`config.mk`:
```
export PLATFORM = sky130hd
export DESIGN_NAME = sdram_config_fields
export DESIGN_NICKNAME = d
export VERILOG_FILES = /design/src/verilog/sdram_cfg_pkg.sv /design/src/verilog/sdram_addr_split.sv /design/src/verilog/sdram_config_fields.sv
export VERILOG_INCLUDE_DIRS = /design/src /design/src/verilog
export SDC_FILE = /design/constraint.sdc
export NUM_CORES = 1
export LEC_CHECK = 0
export BUFFER_PORTS_ARGS = -buffer_cell sky130_fd_sc_hd__buf_2
export CORE_ASPECT_RATIO = 1.1
export CORE_MARGIN = 2
export CORE_UTILIZATION = 40
export CTS_CLUSTER_DIAMETER = 200
export DETAILED_ROUTE_END_ITERATION = 10
export PLACE_DENSITY = 0.67
export SETUP_SLACK_MARGIN = 0.3
export SLEW_MARGIN = 10
export SYNTH_ARGS = -nofsm -noshare
export SYNTH_HDL_FRONTEND = slang
export SYNTH_SLANG_ARGS = --single-unit
```
`constraint.sdc`:
```
create_clock -name pclk -period 3.25 [get_ports pclk]
set_input_delay 0.325 -clock pclk [delete_from_list [all_inputs] [get_ports pclk]]
set_output_delay 0.325 -clock pclk [all_outputs]
set_load 0.01 [all_outputs]
```
`src/verilog/sdram_cfg_defines.svh`:
```
`ifndef SDRAM_CFG_DEFINES_SVH
`define SDRAM_CFG_DEFINES_SVH

// Register byte offsets.
`define OFS_MAIN_CONFIG   12'h008
`define OFS_TIMING_ONE    12'h010
`define OFS_TIMING_TWO    12'h014
`define OFS_SECOND_CONFIG 12'h01C
`define OFS_STATUS        12'h020

// Main configuration field positions.
`define POS_BANK_POS      27
`define POS_MOBILE        25
`define POS_BOOT_UNLOCK   23
`define POS_IF_ON         16
`define POS_TIM_UNLOCK    15
`define POS_NARROW        14
`define POS_CL_LO         9
`define POS_CL_HI         11
`define POS_CS_COUNT      8
`define POS_INTERNAL_BANK_COUNT_LO      4
`define POS_INTERNAL_BANK_COUNT_HI      6
`define POS_PAGE_LO       0
`define POS_PAGE_HI       2

// Writable masks and reset values of the configuration and timing registers.
`define MAIN_CFG_MASK     32'h0A81_CF77
`define MAIN_CFG_RESET    32'h0001_0620
`define SECOND_CFG_MASK   32'h0000_0707
`define SECOND_CFG_RESET  32'h0000_0000
`define TIMING_ONE_RESET  32'h0000_0000
`define TIMING_TWO_RESET  32'h0000_0000

// Initialization sequencing.
`define INIT_WAIT_CYCLES  16'h0010
`define CL_TWO            3'h2
`define CL_THREE          3'h3

`endif

```
`src/verilog/sdram_cfg_pkg.sv`:
```
package sdram_cfg_pkg;
  typedef enum logic [2:0] {
    ST_IDLE   = 3'b000,
    ST_PRECH  = 3'b001,
    ST_WAIT   = 3'b011,
    ST_MODE   = 3'b010,
    ST_READY  = 3'b110
  } init_state_e;
endpackage

```
`src/verilog/sdram_addr_split.sv`:
```
`timescale 1ns/100ps
`include "sdram_cfg_defines.svh"
// ----------------------------------------------------------------
// Logical address split into bank, row and column.
// ----------------------------------------------------------------
module sdram_addr_split (
  input  wire logic [31:0] log_addr,    // Logical word address
  input  wire logic [1:0]  internal_bank_count,       // Internal bank count code
  input  wire logic [2:0]  page,        // Page size code
  input  wire logic        bank_pos,    // Bank bits position
  input  wire logic        narrow,      // Narrow bus select
  output logic      [1:0]  bank,        // Bank address
  output logic      [12:0] row,         // Row address
  output logic      [10:0] col          // Column address
);
  logic [31:0] a;
  logic [3:0]  cbits;
  logic [1:0]  bbits;
  logic [31:0] sh;
  always_comb begin
    // A narrow bus doubles the word count per byte address.
    a     = narrow ? log_addr : (log_addr >> 1);
    cbits = 4'd8 + {2'b00, page[1:0]};
    bbits = (internal_bank_count == 2'h0) ? 2'd0 : ((internal_bank_count == 2'h1) ? 2'd1 : 2'd2);
    col   = 11'(a & ((32'h1 << cbits) - 32'h1));
    if (bank_pos) begin
      // Mobile layout: bank bits above the row.
      sh   = a >> cbits;
      row  = sh[12:0];
      sh   = sh >> 13;
      bank = sh[1:0] & ((2'b01 << bbits) - 2'b01);
    end else begin
      // Standard layout: bank bits just above the column.
      sh   = a >> cbits;
      bank = sh[1:0] & ((2'b01 << bbits) - 2'b01);
      sh   = sh >> bbits;
      row  = sh[12:0];
    end
  end
endmodule

```
`src/verilog/sdram_config_fields.sv`:
```
// Decided for this implementation: the register offsets and the APB register port.
`timescale 1ns/100ps
`include "sdram_cfg_defines.svh"
module sdram_config_fields
  import sdram_cfg_pkg::*;
(
  input  wire logic        pclk,          // Controller clock
  input  wire logic        presetn,       // Async reset, active low
  input  wire logic        psel,          // APB select
  input  wire logic        penable,       // APB enable
  input  wire logic        pwrite,        // APB direction
  input  wire logic [11:0] paddr,         // APB byte address
  input  wire logic [31:0] pwdata,        // APB write data
  output logic      [31:0] prdata,        // APB read data
  output logic             pready,        // APB ready
  output logic             pslverr,       // APB error
  input  wire logic        bank_open,     // Some bank is open
  input  wire logic [31:0] log_addr,      // Logical address to split
  output logic      [1:0]  map_bank,      // Mapped bank
  output logic      [12:0] map_row,       // Mapped row
  output logic      [10:0] map_col,       // Mapped column
  output logic             abort_op,      // Drop current operation pulse
  output logic             cmd_precharge_all, // Precharge all pulse
  output logic             cmd_load_mode, // Load mode register pulse
  output logic      [12:0] mode_value,    // Mode register value
  output logic             init_busy,     // Initialization running
  output logic             sdram_enable,  // Interface enabled
  output logic             mobile_mode,   // Mobile SDR active
  output logic             narrow_bus,    // 16-bit data bus
  output logic      [31:0] timing_one,    // Timing register one
  output logic      [31:0] timing_two,    // Timing register two
  output logic      [31:0] second_cfg     // Second configuration
);

  // ----------------------------------------------------------------
  // Bus decode.
  // ----------------------------------------------------------------
  logic acc;
  logic wr;
  logic hit_main;
  logic hit_t1;
  logic hit_t2;
  logic hit_c2;
  logic hit_st;
  logic mapped;
  logic cl_ok;

  // The slave never stalls, so every access phase completes at its first edge.
  always_comb begin
    acc      = psel & penable;
    wr       = acc & pwrite;
    hit_main = (paddr == `OFS_MAIN_CONFIG);
    hit_t1   = (paddr == `OFS_TIMING_ONE);
    hit_t2   = (paddr == `OFS_TIMING_TWO);
    hit_c2   = (paddr == `OFS_SECOND_CONFIG);
    hit_st   = (paddr == `OFS_STATUS);
    mapped   = hit_main | hit_t1 | hit_t2 | hit_c2 | hit_st;
    pready   = 1'b1;
    pslverr  = acc & ~mapped;
    // Only the two supported latencies may ever reach the mode register.
    cl_ok    = (pwdata[`POS_CL_HI:`POS_CL_LO] == `CL_TWO) ||
               (pwdata[`POS_CL_HI:`POS_CL_LO] == `CL_THREE);
  end

  // ----------------------------------------------------------------
  // Register file.
  // ----------------------------------------------------------------
  logic [31:0] main_q;
  logic [31:0] main_d;
  logic [31:0] t1_q;
  logic [31:0] t1_d;
  logic [31:0] t2_q;
  logic [31:0] t2_d;
  logic [31:0] c2_q;
  logic [31:0] c2_d;
  logic [31:0] prdata_q;
  logic [31:0] prdata_d;
  logic [31:0] status_word;
  logic        restart_q;
  logic        restart_d;
  logic [31:0] nv;

  // Sequencer state is declared here because the status read below needs it.
  init_state_e st_q;
  init_state_e st_d;
  logic [15:0] cnt_q;
  logic [15:0] cnt_d;
  logic        pre_q;
  logic        pre_d;
  logic        lmr_q;
  logic        lmr_d;
  logic [12:0] mode_q;
  logic [12:0] mode_d;

  // A write to a locked field is not an error; the bus sees a normal
  // completion and the stored value simply stays as it was.

  always_comb begin
    main_d    = main_q;
    t1_d      = t1_q;
    t2_d      = t2_q;
    c2_d      = c2_q;
    restart_d = 1'b0;
    nv        = main_q;
    if (wr && hit_main) begin
      nv = (pwdata & `MAIN_CFG_MASK) | (main_q & ~`MAIN_CFG_MASK);
      if (!main_q[`POS_BOOT_UNLOCK]) begin
        // Guarded bits keep their value unless already unlocked.
        nv[`POS_BANK_POS] = main_q[`POS_BANK_POS];
        nv[`POS_MOBILE]   = main_q[`POS_MOBILE];
      end
      if (!(pwdata[`POS_TIM_UNLOCK] && cl_ok)) begin
        // Unsupported latencies are refused as well as writes without the unlock bit set.
        nv[`POS_CL_HI:`POS_CL_LO] = main_q[`POS_CL_HI:`POS_CL_LO];
      end
      nv[`POS_CS_COUNT] = 1'b0;
      main_d    = nv;
      restart_d = 1'b1;
    end
    if (wr && hit_c2) begin
      c2_d      = pwdata & `SECOND_CFG_MASK;
      restart_d = 1'b1;
    end
    if (wr && hit_t1 && main_q[`POS_TIM_UNLOCK]) begin
      t1_d = pwdata;
    end
    if (wr && hit_t2 && main_q[`POS_TIM_UNLOCK]) begin
      t2_d = pwdata;
    end
  end

  // ----------------------------------------------------------------
  // Read data.
  // ----------------------------------------------------------------
  // Read data is captured in the setup cycle so that it comes from a
  // flip-flop and still stands for the whole access phase.
  always_comb begin
    prdata_d    = prdata_q;
    status_word = {29'h0000_0000, init_busy, st_q == ST_READY, bank_open};
    if (psel && !penable && !pwrite) begin
      prdata_d = 32'h0000_0000;
      if (hit_main) begin
        prdata_d = main_q;
      end else if (hit_t1) begin
        prdata_d = t1_q;
      end else if (hit_t2) begin
        prdata_d = t2_q;
      end else if (hit_c2) begin
        prdata_d = c2_q;
      end else if (hit_st) begin
        prdata_d = status_word;
      end
    end
  end

  // ----------------------------------------------------------------
  // Initialization sequencer.
  // ----------------------------------------------------------------
  // A restart overrides whatever step is running, so a second write in
  // the middle of a sequence simply begins it again from the top.
  always_comb begin
    st_d   = st_q;
    cnt_d  = cnt_q;
    pre_d  = 1'b0;
    lmr_d  = 1'b0;
    mode_d = mode_q;
    case (st_q)
      ST_IDLE: begin
        if (main_q[`POS_IF_ON]) begin
          st_d  = ST_WAIT;
          cnt_d = `INIT_WAIT_CYCLES;
        end
      end
      ST_PRECH: begin
        pre_d = 1'b1;
        st_d  = ST_WAIT;
        cnt_d = `INIT_WAIT_CYCLES;
      end
      ST_WAIT: begin
        if (cnt_q == 16'h0000) begin
          st_d = ST_MODE;
        end else begin
          cnt_d = cnt_q - 16'h0001;
        end
      end
      ST_MODE: begin
        lmr_d  = 1'b1;
        // Burst length field stays zero; latency sits in bits 6:4.
        mode_d = {6'h00, main_q[`POS_CL_HI:`POS_CL_LO], 4'h0};
        st_d   = ST_READY;
      end
      ST_READY: begin
        st_d = ST_READY;
      end
      default: begin
        st_d = ST_IDLE;
      end
    endcase
    if (restart_q) begin
      cnt_d = `INIT_WAIT_CYCLES;
      if (!main_q[`POS_IF_ON]) begin
        st_d = ST_IDLE;
      end else if (bank_open) begin
        st_d = ST_PRECH;
      end else begin
        st_d = ST_WAIT;
      end
    end
  end

  // ----------------------------------------------------------------
  // Register file flip-flops.
  // ----------------------------------------------------------------
  always_ff @(posedge pclk or negedge presetn) begin
    if (!presetn) begin
      main_q    <= `MAIN_CFG_RESET;
      t1_q      <= `TIMING_ONE_RESET;
      t2_q      <= `TIMING_TWO_RESET;
      c2_q      <= `SECOND_CFG_RESET;
      restart_q <= 1'b0;
    end else begin
      main_q    <= main_d;
      t1_q      <= t1_d;
      t2_q      <= t2_d;
      c2_q      <= c2_d;
      restart_q <= restart_d;
    end
  end

  // ----------------------------------------------------------------
  // Read data flip-flop.
  // ----------------------------------------------------------------
  always_ff @(posedge pclk or negedge presetn) begin
    if (!presetn) begin
      prdata_q <= 32'h0000_0000;
    end else begin
      prdata_q <= prdata_d;
    end
  end

  // ----------------------------------------------------------------
  // Sequencer flip-flops.
  // ----------------------------------------------------------------
  // The command strobes are registered so the memory side sees clean
  // one-cycle pulses with no decode glitches.
  always_ff @(posedge pclk or negedge presetn) begin
    if (!presetn) begin
      st_q   <= ST_IDLE;
      cnt_q  <= 16'h0000;
      pre_q  <= 1'b0;
      lmr_q  <= 1'b0;
      mode_q <= 13'h0000;
    end else begin
      st_q   <= st_d;
      cnt_q  <= cnt_d;
      pre_q  <= pre_d;
      lmr_q  <= lmr_d;
      mode_q <= mode_d;
    end
  end

  // ----------------------------------------------------------------
  // Outputs.
  // ----------------------------------------------------------------
  always_comb begin
    prdata            = prdata_q;
    abort_op          = restart_q;
    cmd_precharge_all = pre_q;
    cmd_load_mode     = lmr_q;
    mode_value        = mode_q;
    init_busy         = (st_q != ST_READY) && (st_q != ST_IDLE);
    sdram_enable      = main_q[`POS_IF_ON];
    // Mobile operation depends on software setting both bits.
    mobile_mode       = main_q[`POS_IF_ON] & main_q[`POS_MOBILE];
    narrow_bus        = main_q[`POS_NARROW];
    timing_one        = t1_q;
    timing_two        = t2_q;
    second_cfg        = c2_q;
  end

  sdram_addr_split u_split (
    .log_addr (log_addr),
    .internal_bank_count    (main_q[`POS_INTERNAL_BANK_COUNT_HI-1:`POS_INTERNAL_BANK_COUNT_LO]),
    .page     (main_q[`POS_PAGE_HI:`POS_PAGE_LO]),
    .bank_pos (main_q[`POS_BANK_POS]),
    .narrow   (main_q[`POS_NARROW]),
    .bank     (map_bank),
    .row      (map_row),
    .col      (map_col)
  );

endmodule
```
==> flow_summary.ini <==
[synthesis]
ys_seq_area_share_pct = 46.3
yosysWarnings = 0
yosys-top-cells-count = 138 x dfrtp_1, 83 x mux2_2, 54 x mux2i_1
yosys.area.top_type = dfrtp_1
syn-cell-area_sq_mm = 0.00769
synth_most_common_cell = dfrtp_1
yosys-top-cells-area = dfrtp_1 45%, mux2_2 12%, mux2i_1 7.0%, mux2_4 5.9%, buf_4 3.9%
synthCells = 685
async_flop_share_pct = 100
synth_edf_count = 0
yosysTopAreaCellShare_pct = 44.9
syn_area_per_cell_sq_um = 11.2
synth-seq-cells = 142
ys.flop_type = dfrtp_1
ys_types = 59

[worst_setup_path]
path_depth = 7
endpoint = map_row[6]
critical_path_arrival_ns = 2.47
crit_path_start_kind = register
worstPathCellList = buf_4 -> and3b_1 -> a2111o_1 -> o21ai_0 -> nand2b_1 -> o221ai_1 -> buf_2
cp_slowest_cell = dfrtp_2
rr_startpoint = cnt_q[0]
cp-end-kind = output port
path_delay_family = compound AO/OA/AOI/OAI gates
ff2ff_path_depth = 7
cpPeakStageDelay_ns = 0.56
required_ns = 2.92
crit_type = register to output port
r2r-end = cnt_q[2]
cp-startpoint = main_q[0]
path_buf_inv = 2
crit_path_max_fanout = 16
rrSetupSlack_ns = 0.99

[timing]
hold_viol = 0
finalSetupViolCount = 0
fin_crit_ns = 2.79
timing.slew.headroom_pct = 46.3
finalWorstSetupSlack_ns = 0.459
final.setup.tns_ns = 0
skew_ns = 0.00971
period_share_pct = 85.9
tightest_slew_ns = 0.803
grt_setup_unrepaired = false
max_freq_mhz = 358
slew_violations = 0

[clocking]
cts_setup_buffers = 0
cts_buffers = 17
clkSinkCount = 142
ctsHtreeMaxLevel = 4
clock_path_buffers = 2
clkLatencyLatePin_ns = 0.41
cts_tree = done
clockRootBuffer = clkbuf_16
cts.clk_slew.worst_paths_ns = 0.06

[route]
via_per_inst = 5.29
drc_errors = 0
wl_per_cell_um = 17.6
ant_nets = 0
drt_wl_total_mm = 20.3
first_pass_iters = 4
drt_iter0_drc = 322
vias = 6094

[global_routing]
grt_pass1_wl_mm = 31.5
antenna_found_initial = 1
groute.usage.overall_pct = 20.1
grt_pass1_vias = 5879
overflow = 0
grt_max_degree = 90

[finish]
fin_cells = 1152
fin_area_sq_mm = 0.00948
final_layout_size_suffix_gt1_share_pct = 43.4
syn2layout_area_growth_pct = 23.4
num-nets-final = 974
fill_cells = 1776

[die]
die_w_um = 136
core_region_area_sq_mm = 0.0190
fp.dieArea_sq_mm = 0.0203
io_pins = 258
rows = 53
initial_core_util_pct = 40.5
die_y_um = 149

[placement]
gp_congestion = 0.894
place_area_sq_mm = 0.00887
dpl_worst_slack_ns = 0.493
dpl.cell_count = 1118
dpl.hpwl_mm = 14.4
io_buffers = 215

[outcome]
outcome = completed

[min_path]
hold_depth = 2
hold_class = primary input to register

[power]
p_per_area_mw_per_mm2 = 419
leakage_nw = 4.95
vdd_drop_max_mv = 0.330

[job]
cap_violations = 0
## per-layer routing
metal | vias up | track usage, % | wire length (um)
li1 | 2849 | - | -
met5 | - | 0 | 0
met4 | 0 | 6.04 | 420
met2 | 207 | 32.4 | 9720
met3 | 27 | 6.63 | 1420
met1 | 3011 | 25.6 | 8710
## state kept, by name, summed over array words and instances (netlist names)
| signal | count |
|---|---|
| cmd_load_mode | 1 |
| cmd_precharge_all | 1 |
| main_q | 15 |
| prdata | 32 |
| cnt_q | 16 |
| timing_two | 32 |
| st_q | 3 |
| timing_one | 32 |
| mode_value | 3 |
| abort_op | 1 |
| second_cfg | 6 |
## final cells by class
class | instances | area [sq um] | share of cell area (%)
Antenna cell | 1 | 2.50 | 0.0264
Clock buffer | 19 | 443 | 4.67
Clock inverter | 13 | 153 | 1.61
Inverter | 7 | 26.3 | 0.277
Multi-Input combinational cell | 494 | 3770 | 39.8
Sequential cell | 142 | 3560 | 37.6
Tap cell | 247 | 309 | 3.26
Timing Repair Buffer | 229 | 1210 | 12.8
## power breakdown
part / leakage (nW) / switching, mW / internal (mW)
sequential: 1.95 / 0.000814 / 1.77
combinational: 2.71 / 0.158 / 0.0921
clock: 0.287 / 0.787 / 1.17
total: 4.95 / 0.946 / 3.03
## layout by cell type, fill, tap and decap left out, types with 3 or more instances in the layout
| cell | netlist | layout |
|---|---|---|
| inv_1 | 7 | 7 |
| or2_2 | 5 | 6 |
| a22oi_1 | 7 | 7 |
| nand3_1 | 10 | 10 |
| o211ai_1 | 6 | 6 |
| nor3_1 | 10 | 8 |
| nand2b_1 | 9 | 9 |
| a221o_1 | 11 | 11 |
| and2_1 | 3 | 3 |
| dfstp_2 | 4 | 4 |
| inv_6 | 0 | 4 |
| or4_1 | 10 | 10 |
| nor3b_1 | 3 | 3 |
| buf_4 | 40 | 11 |
| mux2_2 | 83 | 83 |
| mux2_4 | 30 | 30 |
| o21ai_0 | 34 | 34 |
| nor2b_1 | 4 | 4 |
| a21oi_1 | 19 | 19 |
| clkbuf_16 | 0 | 17 |
| dfrtp_1 | 138 | 136 |
| nand2_1 | 48 | 48 |
| or3_1 | 11 | 11 |
| mux2i_1 | 54 | 54 |
| o22ai_1 | 3 | 3 |
| o31ai_1 | 6 | 6 |
| conb_1 | 2 | 37 |
| clkinv_4 | 0 | 3 |
| nor4_1 | 4 | 4 |
| buf_2 | 7 | 214 |
| o221ai_1 | 9 | 9 |
| nor2_1 | 43 | 42 |
## per-stage QoR
step	total power, mW	util, %	hold WS [ns]
3_3_place_gp	2.05	46.8	0.313
4_1_cts	4.02	50.0	0.107
2_1_floorplan	1.95	-	0.0294
5_1_grt	4.13	50.0	0.118
3_5_place_dp	2.05	46.8	0.308
6_report	3.97	50.0	0.126
## cell families after synthesis
group | synth area share (%)
muxes | 25.3
buffers and inverters | 6.56
xor gates and xnor gates | 0.228
DFF | 46.3
other | 0.0977
AOI/OAI and AO/OA | 9.95
adders and majority gates | 0.163
and+or+nand+nor | 11.4
## worst min path at each step
stage                          end      start
after floorplan           abort_op    presetn
after global placement     st_q[1]    presetn
after detailed placement   st_q[1]    presetn
after CTS                  st_q[1]  bank_open
after global routing       st_q[1]  bank_open
final                      st_q[1]  bank_open
## repair_timing
action | 4_1_cts | 5_1_grt
endpoints found under the setup margin | 3 | 6
hold endpoints to repair | 52 | 0
hold buffers | 1 | 0
cloned | 0 | 0
gates resized for setup | 1 | 1
(Power assumes the default switching activity.)
